==> src/include/port_alt_function_select_consts.svh <==
/*
 Register addresses, reset value and write mask of the pin function
 selector. Assumes it is included by its bare name where these are used.
*/
`ifndef PORT_ALT_FUNCTION_SELECT_CONSTS_SVH
`define PORT_ALT_FUNCTION_SELECT_CONSTS_SVH
`define PAFS_ADDR_PORT1   8'h91
`define PAFS_ADDR_PORT2   8'h92
`define PAFS_ADDR_PORT3   8'h93
`define PAFS_RESET_VALUE  8'h00
`define PAFS_P3_WMASK     8'hFC
`endif

==> src/include/port_alt_function_select_pkg.sv <==
/*
 Types of the pin function selector. Assumes nothing beyond SystemVerilog.
*/
package port_alt_function_select_pkg;
   // Drive level and drive enable of one 8-bit port
   typedef struct packed {
      logic [7:0] out;
      logic [7:0] oe;
   } pin_drive_t;
   // Peripheral signals driven toward the pins
   typedef struct packed {
      logic       i2c_a_clock_line;
      logic       i2c_a_data_line;
      logic       i2c_b_clock_line;
      logic       i2c_b_data_line;
      logic [5:0] static_pulse_out;
      logic [1:0] dynamic_pulse_out;
      logic       pulse_out_6;
      logic       pulse_out_7;
      logic       clamp_pulse;
      logic       clamp_not_pulse;
      logic       pattern_generator_output;
      logic       vertical_sync_output;
      logic       horizontal_sync_output;
   } periph_out_t;
endpackage

==> src/core/port_alt_function_select.sv <==
/*
 Pin function selector: three SFR select registers and the per-pin mux
 between general port bits and peripheral signals. Assumes an SFR write/read
 strobe pair in the CPU clock domain; pads resolve out/oe outside.
*/
`timescale 1ns/100ps
`include "port_alt_function_select_consts.svh"
module port_alt_function_select (
   input  wire logic                                      ref_clk_i,
   input  wire logic                                      rst_n_i,
   input  wire logic                                      clk_en_i,
   input  wire logic [7:0]                                sfr_addr_i,
   input  wire logic [7:0]                                sfr_wdata_i,
   input  wire logic                                      sfr_wr_i,
   input  wire logic                                      sfr_rd_i,
   output      logic [7:0]                                sfr_rdata_o,
   output      logic                                      sfr_hit_o,
   input  wire port_alt_function_select_pkg::pin_drive_t  port1_gen_i,
   input  wire port_alt_function_select_pkg::pin_drive_t  port2_gen_i,
   input  wire port_alt_function_select_pkg::pin_drive_t  port3_gen_i,
   input  wire port_alt_function_select_pkg::periph_out_t periph_i,
   input  wire logic [7:0]                                pulse_push_pull_i,
   input  wire logic [7:0]                                port1_pin_i,
   input  wire logic [7:0]                                port3_pin_i,
   output      port_alt_function_select_pkg::pin_drive_t  port1_pad_o,
   output      port_alt_function_select_pkg::pin_drive_t  port2_pad_o,
   output      port_alt_function_select_pkg::pin_drive_t  port3_pad_o,
   output      logic                                      i2c_a_data_in_o,
   output      logic                                      i2c_a_clock_in_o,
   output      logic                                      i2c_b_data_in_o,
   output      logic                                      i2c_b_clock_in_o,
   output      logic [3:0]                                analog_in_sel_o,
   output      logic                                      green_sync_input_o,
   output      logic [7:0]                                port1_function_select_o,
   output      logic [7:0]                                port2_function_select_o,
   output      logic [7:0]                                port3_function_select_o
);

   logic [7:0] port1_function_select;
   logic [7:0] port2_function_select;
   logic [7:0] port3_function_select;
   logic [7:0] next_port1_function_select;
   logic [7:0] next_port2_function_select;
   logic [7:0] next_port3_function_select;
   logic [7:0] next_rdata;
   logic       next_hit;
   port_alt_function_select_pkg::pin_drive_t p1;
   port_alt_function_select_pkg::pin_drive_t p2;
   port_alt_function_select_pkg::pin_drive_t p3;
   port_alt_function_select_pkg::pin_drive_t next_p1;
   port_alt_function_select_pkg::pin_drive_t next_p2;
   port_alt_function_select_pkg::pin_drive_t next_p3;
   logic [7:0] p1_sync1;
   logic [7:0] p1_sync2;
   logic [7:0] p1_sync3;
   logic [7:0] p1_stable;
   logic [7:0] next_p1_stable;
   logic       sog_sync1;
   logic       sog_sync2;
   logic       sog_sync3;
   logic       sog_stable;
   logic       next_sog_stable;
   logic [3:0] next_analog;
   logic [3:0] analog_sel;
   logic [3:0] i2c_in;
   logic [3:0] next_i2c_in;
   logic       sog_in;
   logic       next_sog_in;
   logic [7:0] pulse_src;

   // Open-drain drive: pull low when the signal is 0, release when 1
   function automatic logic [1:0] open_drain(input logic v);
      open_drain = {~v, 1'b0};
   endfunction

   // Decode a write or read on the select registers
   function automatic logic addr_is(input logic [7:0] a, input logic [7:0] b);
      addr_is = (a == b);
   endfunction

   // Register writes and read mux
   always_comb
   begin
      next_port1_function_select = port1_function_select;
      next_port2_function_select = port2_function_select;
      next_port3_function_select = port3_function_select;
      next_rdata = 8'h00;
      next_hit = 1'b0;
      if (sfr_wr_i && addr_is(sfr_addr_i, `PAFS_ADDR_PORT1))
      begin
         next_port1_function_select = sfr_wdata_i;
      end
      if (sfr_wr_i && addr_is(sfr_addr_i, `PAFS_ADDR_PORT2))
      begin
         next_port2_function_select = sfr_wdata_i;
      end
      if (sfr_wr_i && addr_is(sfr_addr_i, `PAFS_ADDR_PORT3))
      begin
         // Reserved bits are held at 0 so they cannot steer a pin
         next_port3_function_select = sfr_wdata_i & `PAFS_P3_WMASK;
      end
      if (sfr_rd_i || sfr_wr_i)
      begin
         unique case (sfr_addr_i)
            `PAFS_ADDR_PORT1:
            begin
               next_rdata = port1_function_select;
               next_hit = 1'b1;
            end
            `PAFS_ADDR_PORT2:
            begin
               next_rdata = port2_function_select;
               next_hit = 1'b1;
            end
            `PAFS_ADDR_PORT3:
            begin
               next_rdata = port3_function_select;
               next_hit = 1'b1;
            end
            default:
            begin
               next_rdata = 8'h00;
               next_hit = 1'b0;
            end
         endcase
      end
   end

   // Select registers, cleared so every pin starts as a port bit
   always_ff @(posedge ref_clk_i or negedge rst_n_i)
   begin
      if (!rst_n_i)
      begin
         port1_function_select <= `PAFS_RESET_VALUE;
         port2_function_select <= `PAFS_RESET_VALUE;
         port3_function_select <= `PAFS_RESET_VALUE;
         sfr_rdata_o <= 8'h00;
         sfr_hit_o <= 1'b0;
      end
      else if (clk_en_i)
      begin
         port1_function_select <= next_port1_function_select;
         port2_function_select <= next_port2_function_select;
         port3_function_select <= next_port3_function_select;
         sfr_rdata_o <= next_rdata;
         sfr_hit_o <= next_hit;
      end
   end

   // Pulse sources in pin order: dynamic on bits 1,0, static above
   assign pulse_src = {periph_i.static_pulse_out,
                       periph_i.dynamic_pulse_out};

   // Pin muxes; a set bit switches the pin with nothing else needed
   always_comb
   begin
      next_p1 = port1_gen_i;
      next_p2 = port2_gen_i;
      next_p3 = port3_gen_i;
      next_analog = 4'h0;
      if (port1_function_select[7])
      begin
         {next_p1.oe[7], next_p1.out[7]} =
            open_drain(periph_i.i2c_b_data_line);
      end
      if (port1_function_select[6])
      begin
         {next_p1.oe[6], next_p1.out[6]} =
            open_drain(periph_i.i2c_b_clock_line);
      end
      if (port1_function_select[1])
      begin
         {next_p1.oe[1], next_p1.out[1]} =
            open_drain(periph_i.i2c_a_data_line);
      end
      if (port1_function_select[0])
      begin
         {next_p1.oe[0], next_p1.out[0]} =
            open_drain(periph_i.i2c_a_clock_line);
      end
      // Analog channels float the pad so the converter sees the pin
      for (int i = 0; i < 4; i++)
      begin
         if (port1_function_select[i+2])
         begin
            next_p1.oe[i+2] = 1'b0;
            next_p1.out[i+2] = 1'b0;
            next_analog[i] = 1'b1;
         end
      end
      // Pulse outputs: push-pull drives both levels, open-drain only low
      for (int i = 0; i < 8; i++)
      begin
         if (port2_function_select[i])
         begin
            next_p2.out[i] = pulse_src[i];
            next_p2.oe[i] = pulse_push_pull_i[i] | ~next_p2.out[i];
            if (!pulse_push_pull_i[i])
            begin
               next_p2.out[i] = 1'b0;
            end
         end
      end
      if (port3_function_select[7])
      begin
         next_p3.oe[7] = 1'b0;
         next_p3.out[7] = 1'b0;
      end
      if (port3_function_select[6])
      begin
         next_p3.oe[6] = 1'b1;
         next_p3.out[6] = periph_i.pattern_generator_output;
      end
      if (port3_function_select[5])
      begin
         next_p3.oe[5] = 1'b1;
         next_p3.out[5] = periph_i.clamp_not_pulse ? periph_i.clamp_pulse
                                                   : periph_i.pulse_out_7;
      end
      if (port3_function_select[4])
      begin
         next_p3.oe[4] = 1'b1;
         next_p3.out[4] = periph_i.pulse_out_6;
      end
      if (port3_function_select[3])
      begin
         next_p3.oe[3] = 1'b1;
         next_p3.out[3] = periph_i.vertical_sync_output;
      end
      if (port3_function_select[2])
      begin
         next_p3.oe[2] = 1'b1;
         next_p3.out[2] = periph_i.horizontal_sync_output;
      end
   end

   // Pin inputs: three stages, a change counts once stages two and three agree
   always_comb
   begin
      next_p1_stable = p1_stable;
      for (int i = 0; i < 8; i++)
      begin
         if (p1_sync2[i] == p1_sync3[i])
         begin
            next_p1_stable[i] = p1_sync3[i];
         end
      end
      next_sog_stable = (sog_sync2 == sog_sync3) ? sog_sync3 : sog_stable;
      // Unselected I2C inputs idle high so the controllers see a free bus
      next_i2c_in = {p1_stable[7:6], p1_stable[1:0]}
                  | ~{port1_function_select[7:6], port1_function_select[1:0]};
      next_sog_in = sog_stable & port3_function_select[7];
   end

   // Registered pad drive and synchronisers; outputs come from flops
   always_ff @(posedge ref_clk_i or negedge rst_n_i)
   begin
      if (!rst_n_i)
      begin
         p1 <= '0;
         p2 <= '0;
         p3 <= '0;
         p1_sync1 <= 8'hFF;
         p1_sync2 <= 8'hFF;
         p1_sync3 <= 8'hFF;
         p1_stable <= 8'hFF;
         sog_sync1 <= 1'b0;
         sog_sync2 <= 1'b0;
         sog_sync3 <= 1'b0;
         sog_stable <= 1'b0;
         analog_sel <= 4'h0;
         i2c_in <= 4'hF;
         sog_in <= 1'b0;
      end
      else if (clk_en_i)
      begin
         p1 <= next_p1;
         p2 <= next_p2;
         p3 <= next_p3;
         p1_sync1 <= port1_pin_i;
         p1_sync2 <= p1_sync1;
         p1_sync3 <= p1_sync2;
         p1_stable <= next_p1_stable;
         sog_sync1 <= port3_pin_i[7];
         sog_sync2 <= sog_sync1;
         sog_sync3 <= sog_sync2;
         sog_stable <= next_sog_stable;
         analog_sel <= next_analog;
         i2c_in <= next_i2c_in;
         sog_in <= next_sog_in;
      end
   end

   assign port1_pad_o = p1;
   assign port2_pad_o = p2;
   assign port3_pad_o = p3;
   // Peripheral inputs leave straight from their flops
   assign i2c_a_clock_in_o = i2c_in[0];
   assign i2c_a_data_in_o = i2c_in[1];
   assign i2c_b_clock_in_o = i2c_in[2];
   assign i2c_b_data_in_o = i2c_in[3];
   assign analog_in_sel_o = analog_sel;
   assign green_sync_input_o = sog_in;
   assign port1_function_select_o = port1_function_select;
   assign port2_function_select_o = port2_function_select;
   assign port3_function_select_o = port3_function_select;

endmodule

==> config.mk <==
export PLATFORM = sky130hd
export DESIGN_NAME = port_alt_function_select
export DESIGN_NICKNAME = d
export VERILOG_FILES = /design/src/include/port_alt_function_select_pkg.sv /design/src/core/port_alt_function_select.sv
export VERILOG_INCLUDE_DIRS = /design/src /design/src/include
export SDC_FILE = /design/constraint.sdc
export NUM_CORES = 1
export LEC_CHECK = 0
export BUFFER_PORTS_ARGS = -buffer_cell sky130_fd_sc_hd__buf_2
export CAP_MARGIN = 20
export CORE_AREA = 5 5 122 124
export CTS_CLUSTER_DIAMETER = 150
export DETAILED_ROUTE_END_ITERATION = 8
export DIE_AREA = 0 0 127 129
export GPL_ROUTABILITY_DRIVEN = 1
export PLACE_DENSITY = 0.73
export SYNTH_ARGS = -nofsm -noshare
export SYNTH_HDL_FRONTEND = slang
export SYNTH_SLANG_ARGS = --single-unit
==> constraint.sdc <==
create_clock -name ref_clk_i -period 1 [get_ports ref_clk_i]
set_input_delay 0.15 -clock ref_clk_i [delete_from_list [all_inputs] [get_ports ref_clk_i]]
set_output_delay 0.15 -clock ref_clk_i [all_outputs]
set_load 0.005 [all_outputs]
==> flow_metrics.py, run 1 <==
metrics = {
    "yosys": {
        "synthMuxAreaShare": 0.144,
        "yosysTopAreaCellShare": 0.471,
        "synth_cells": 409,
        "ys_ff_latch": 108,
        "synthFlopType": "dfrtp_1",
        "ys_async_sr_fraction": 1.00,
        "syn_area_sq_um": 4680,
        "synth_compound_gate_area_share": 0.107,
        "synthSimpleGateAreaFrac": 0.113,
        "synth_adder_area_share": 0,
        "synth_top_family_by_area": "multiplexers",
        "synthXorXnorAreaFrac": 0,
        "netlist-cell-type-count": 30,
        "ys_warn_count": 0,
        "synth-edff-count": 0,
        "seq_area_frac_synth": 0.583,
        "synth.avg_cell_area_sq_um": 11.4,
        "yosys.area.top_type": "dfrtp_1",
        "synth_area_leaders": "dfrtp_1 47%, mux2_2 13%, dfstp_2 11%",
    },
    "die": {
        "die_x_microns": 127,
        "die_area_sq_um": 16400,
        "ios": 202,
        "start_util": 0.342,
        "rows": 43,
        "die_height_microns": 129,
        "coreArea_sq_um": 13700,
    },
    "worst_setup_path": {
        "r2r-end": "sfr_rdata_o[2]",
        "crit_start": "sfr_addr_i[5]",
        "cp_max_fo": 8,
        "cp-end-kind": "flip-flop",
        "r2r_setup_slack_ns": -0.16,
        "critical_path_class": "input pin to flip-flop",
        "cp-start-kind": "input pin",
        "cp.arrival_ns": 1.62,
        "cp.required_ns": 1.24,
        "worstReg2RegStart": "port1_function_select_o[2]",
        "r2r_cells": 4,
    },
    "clock_tree": {
        "htreeDepth": 3,
        "cts-buffers-inserted": 9,
        "clk_pin_slew_worst_paths_ns": 0.07,
        "clock-sinks": 108,
        "cts_root_buffer": "clkbuf_16",
        "clk_path_buf_depth": 2,
        "clk_latency_ns": 0.35,
        "cts_tree": "yes",
    },
    "sta": {
        "finalMaxSlewViolations": 0,
        "setup_viol": 122,
        "setup_ws_ns": -0.384,
        "max_freq_ghz": 0.723,
        "final.setup.tns_ns": -13.02,
        "hold_viol_final": 0,
        "finalCritPeriodShare": 1.38,
        "skew_ns": 0.00597,
        "fin_crit_ns": 1.38,
        "rsz0062_at_grt": "true",
    },
    "final_layout": {
        "area_growth_syn_to_layout_pct": 57.8,
        "n_antenna_cell": 0,
        "nets": 788,
        "finalNonFillerCells": 861,
        "utilization": 0.540,
        "drive_gt1_frac": 0.576,
        "stdcell_area_sq_um": 7380,
    },
    "power_and_ir_drop": {
        "powerDensity_nw_per_um2": 1460,
        "ir_drop_mv": 1.15,
        "p_sw_uw": 2580,
        "netSwitchingFraction": 0.240,
        "intPower_uw": 8210,
        "clockPowerShare": 0.378,
        "seqPwrFrac": 0.468,
        "p_comb_frac": 0.154,
        "leakage_uw": 0.00358,
    },
    "global_route": {
        "grt_pass1_vias": 4381,
        "grt_max_degree": 68,
        "grt_pass1_wl_microns": 23000,
        "antenna_found_initial": 4,
        "grt_usage": 0.184,
        "gr-total-overflow": 0,
    },
    "placement": {
        "detailedPlace.worstSlack_ns": -0.748,
        "place.gp.congestion": 0.872,
        "placed_cell_area_sq_um": 6130,
        "dp.cells": 790,
        "dpl.hpwl_microns": 10400,
        "port-buffer-count": 188,
    },
    "detailed_routing": {
        "vias": 4204,
        "drt_iter0_markers": 222,
        "vias_per_cell": 4.88,
        "routedWlPerCell_microns": 18.0,
        "routed_wl_microns": 15500,
        "ant_nets": 0,
        "drt_pass1_iterations": 4,
        "drc": 0,
    },
    "outcome": {
        "violations": "negative setup slack",
        "status": "finished, violations left",
    },
    "worst_hold_path": {
        "holdPathStages": 3,
        "hold_path.class": "input pin to flip-flop",
        "worstHoldStart": "port1_gen_i[5]",
        "min_to": "port1_pad_o[5]",
    },
    "flow_run": {
        "drv_cap": 0,
    },
}
## final cells by class
class | instances | area (sq um)
Tap cell | 180 | 225
Clock buffer | 11 | 233
Multi-Input combinational cell | 244 | 1930
Clock inverter | 5 | 108
Fill cell | 1164 | 6280
Inverter | 38 | 143
Timing Repair Buffer | 275 | 2010
Sequential cell | 108 | 2740
## worst max-delay path by stage
| stage | endpoint | depth (start not counted) |
|---|---|---|
| final | port2_function_select_o[0] | 5 |
| after global routing | port2_function_select_o[0] | 5 |
| after CTS | port3_function_select_o[4] | 6 |
| after detailed placement | port2_function_select_o[5] | 5 |
| after global placement | port3_function_select_o[6] | 6 |
| after floorplan | port2_function_select_o[0] | 3 |
## placed cells by master, fill, tap and decap left out, drive strengths merged, types with 2 or more instances in the layout
master / instances
buf: 268
nand2b: 13
nand3b: 13
nand3: 9
inv: 40
a21oi: 24
mux2: 52
dfrtp: 88
nor2: 33
nand2: 14
a31oi: 9
bufinv: 3
clkbuf: 12
o211ai: 8
o22ai: 9
dfstp: 20
dlygate4sd3: 6
nor2b: 7
o22a: 3
a22oi: 8
mux2i: 9
o21ai: 24
or3: 2
conb: 2
## routing by layer
| layer | global-route usage | share of wire |
|---|---|---|
| met5 | 0 | 0.0035 |
| met4 | 0.0618 | 0.024 |
| met3 | 0.0681 | 0.065 |
| met2 | 0.333 | 0.53 |
| met1 | 0.199 | 0.38 |
## registers in the layout, summed over array words and instances, names as in the netlist
name	count
green_sync_input_o	1
analog_in_sel_o	4
sog_stable	1
p1_stable	4
sfr_hit_o	1
i2c_in	4
port1_pad_o	16
sog_sync1	1
port2_function_select_o	8
sog_sync3	1
port2_pad_o	16
p1_sync2	4
port1_function_select_o	8
p1_sync3	4
p1_sync1	4
port3_pad_o	16
sog_sync2	1
sfr_rdata_o	8
port3_function_select_o	6
## synthesized netlist by cell type, drive strengths merged, types with 3 or more instances
master and number:
nand3 9, nand2 14, o22ai 9, dfrtp 88, nor2 33, a21oi 24
a31oi 9, a22oi 8, o21ai 24, o22a 3, o211ai 8, buf 9
nor2b 7, mux2 52, nand2b 13, clkbuf 12, nand3b 13, mux2i 9
inv 38, dfstp 20
## logic make-up after synthesis
family,Yosys count
multiplexers,61
flip-flops,108
other,1
AND/OR/NAND/NOR,95
AO/OA/AOI/OAI,85
buffers and inverters,59
## power groups by stage
stage	Combinational, uW	Sequential, uW	Clock [uW]
after floorplan	580	5110	0
after global placement	1280	5100	0
after detailed placement	1340	5130	0
after CTS	1530	5040	4180
after global routing	1830	5090	4370
final	1670	5040	4080
## through the flow
| step | hold slack, ns | power, uW |
|---|---|---|
| floorplan | -0.146 | 5690 |
| global placement | 0.0652 | 6380 |
| detailed placement | 0.0676 | 6470 |
| CTS | 0.000486 | 10700 |
| global route | 0.00452 | 11300 |
| finish | 0.0158 | 10800 |
## critical path, cell delays in order
cell and delay, ns:
buf_6 0.09, or4b_4 0.60, nor4_4 0.25, buf_6 0.19, mux2_2 0.34
## what timing repair did
action | 4_1_cts | 5_1_grt
resized for setup | 78 | 45
setup endpoints to repair | 122 | 156
hold buffers | 5 | 1
setup buffers | 31 | 18
pin swaps | 15 | 13
gates cloned | 1 | 1
hold endpoints to repair | 46 | 1
Note: power is estimated with default switching activity, not from simulation.
==> run 2, diff against run 1 <==
Settings changed: CORE_AREA 5 5 122 124 to 5 5 111 113, DIE_AREA 0 0 127 129 to 0 0 116 118, PLACE_DENSITY 0.73 to not set, PLACE_DENSITY_LB_ADDON set to 0.25.
==> run 2 against run 1 <==
  * The flow still finishes with violations (negative setup slack)
  * Clock power down 15%
  * Sequential cell count is the same
  * Count of clock-buffer cells in the layout unchanged
  * Fmax increased by 1.9%
  * Sequential share of layout area increased by 1.0 points
  * Utilization rose by 10 points
  * Largest power group unchanged
  * Combinational power fell by 7%
  * Wire length down 9.6%
  * Sequential power barely moved
  * Global-route usage is 1.5 points higher
  * Hold slack got worse by 0.0033 ns
==> flow_metrics.py, run 2 (synthesis results as in run 1) <==
metrics = {
    "worst_setup_path": {
        "cp.arrival_ns": 1.58,
        "r2r_setup_slack_ns": -0.16,
        "crit_path_max_incr_delay_ns": 0.60,
        "cp-start-kind": "input pin",
        "r2r-end": "sfr_rdata_o[3]",
        "cp.required_ns": 1.22,
        "crit_chain": "buf_6 > or4b_4 > nor3b_4 > buf_6 > mux2_4",
        "crit_path_top_delay_cell": "or4b_4",
        "critical-path-top-delay-family": "simple AND/OR/NAND/NOR gates",
        "cp-end-kind": "flip-flop",
        "cp_max_fo": 4,
        "critical_path_class": "input pin to flip-flop",
        "r2r_cells": 4,
        "path_buf_inv": 2,
        "cpMostUsedCell": "buf_6",
        "worstReg2RegStart": "port3_function_select_o[3]",
    },
    "detailed_routing": {
        "ant_nets": 0,
        "routed_wl_microns": 14000,
        "vias_per_cell": 4.94,
        "drc": 0,
        "drt_pass1_iterations": 4,
        "drt_iter0_markers": 152,
        "routedWlPerCell_microns": 17.1,
        "vias": 4048,
    },
    "clock_tree": {
        "htreeDepth": 3,
        "clk_pin_slew_worst_paths_ns": 0.07,
        "clk_latency_ns": 0.34,
        "clk_path_buf_depth": 2,
        "cts-buffers-inserted": 9,
        "clock-sinks": 108,
        "cts_root_buffer": "clkbuf_16",
        "cts_tree": "yes",
    },
    "worst_hold_path": {
        "hold_path.class": "input pin to flip-flop",
        "min_to": "port1_pad_o[2]",
        "worstHoldStart": "port1_gen_i[2]",
        "holdPathStages": 3,
    },
    "final_layout": {
        "stdcell_area_sq_um": 7190,
        "final_cell_mix": "160 x buf_2, 78 x dfrtp_1, 60 x buf_6",
        "nets": 783,
        "area_growth_syn_to_layout_pct": 53.6,
        "drive_gt1_frac": 0.574,
        "final_common_cell": "buf_2",
    },
    "sta": {
        "rsz0062_at_grt": "true",
        "relSlewSlack": 0.591,
        "max_freq_ghz": 0.736,
        "setup_viol": 95,
        "setup_ws_ns": -0.358,
        "final.setup.tns_ns": -11.80,
        "fin_crit_ns": 1.36,
        "worstMarginPinSlew_ns": 0.612,
        "finalCritPeriodShare": 1.36,
        "finalMaxSlewViolations": 0,
        "skew_ns": 0.00889,
        "hold_viol_final": 0,
    },
    "die": {
        "coreArea_sq_um": 11200,
        "rows": 39,
        "die_area_sq_um": 13700,
        "ios": 202,
        "die_height_microns": 118,
        "die_x_microns": 116,
        "start_util": 0.417,
    },
    "outcome": {
        "status": "finished, violations left",
        "violations": "negative setup slack",
    },
    "placement": {
        "port-buffer-count": 188,
        "place.gp.congestion": 0.809,
        "placed_cell_area_sq_um": 6050,
        "dpl.hpwl_microns": 9580,
    },
    "global_route": {
        "gr-total-overflow": 0,
        "grtUsageMet2": 0.332,
        "grt_pass1_wl_microns": 21100,
        "antenna_found_initial": 0,
        "grt_usage": 0.199,
        "met3_usage": 0.0504,
        "use_met1": 0.253,
        "grt-busiest-layer": "met2",
        "grt_pass1_vias": 4044,
        "grt_max_degree": 60,
    },
    "power_and_ir_drop": {
        "powerDensity_nw_per_um2": 1400,
        "leakage_uw": 0.00351,
        "ir_drop_mv": 0.873,
    },
    "flow_run": {
        "drv_cap": 0,
    },
}
run 2: report_power, final:
group / total, uW / leakage (uW) / internal (uW) / switching [uW]
Sequential: 5040 / 0.00130 / 4820 / 221
Clock: 3450 / 0.000142 / 1830 / 1610
Combinational: 1550 / 0.00207 / 849 / 697
Total: 10000 / 0.00351 / 7500 / 2530
run 2: cell type report:
class / instances / area, sq um
timing repair buffer: 271 / 1930
sequential: 108 / 2740
tap: 143 / 179
multi-input combinational: 243 / 1910
fill: 882 / 4040
antenna: 1 / 2.50
clock buffer: 11 / 253
clock inverter: 5 / 35.0
inverter: 38 / 143
run 2: worst max-delay path by stage:
| stage | start | end | cells past startpoint |
|---|---|---|---|
| floorplan | sfr_addr_i[5] | port2_function_select_o[0] | 3 |
| detailed placement | sfr_addr_i[5] | port2_function_select_o[2] | 5 |
| CTS | sfr_addr_i[2] | port1_function_select_o[7] | 5 |
| finish | sfr_addr_i[5] | port1_function_select_o[6] | 5 |
| global placement | sfr_addr_i[5] | port2_function_select_o[0] | 5 |
| global route | sfr_addr_i[5] | port1_function_select_o[5] | 5 |
run 2: stage by stage:
stage	hold WS (ns)	std cells	util	power, uW	setup slack [ns]
final	0.0125	820	0.640	10000	-0.358
after global routing	0.00951	819	0.640	10500	-0.385
after CTS	0.00306	805	0.613	10000	-0.350
after detailed placement	0.0596	752	0.539	6430	-0.746
after global placement	0.0504	752	0.539	6360	-0.721
after floorplan	-0.146	410	-	5690	-0.661
run 2: worst reg2reg max path, stage by stage, from the launching register on:
cell and delay, ns:
dfrtp_1 0.39, buf_4 0.14, mux2_2 0.25, a22oi_1 0.15, o22ai_1 0.10
run 2: repair_timing:
item,CTS,global route
setup buffers,35,14
pin swaps,12,12
cloned,0,0
resized for setup,64,53
setup endpoints to repair,121,154
hold endpoints to repair,50,0
hold buffers,2,0
run 2: metal layers:
layer  vias to the layer above  wire length [microns]
li1                       1933                      -
met1                      1969                   5830
met2                       129                   7020
met3                        17                    948
met4                         0                    244
met5                         -                      0
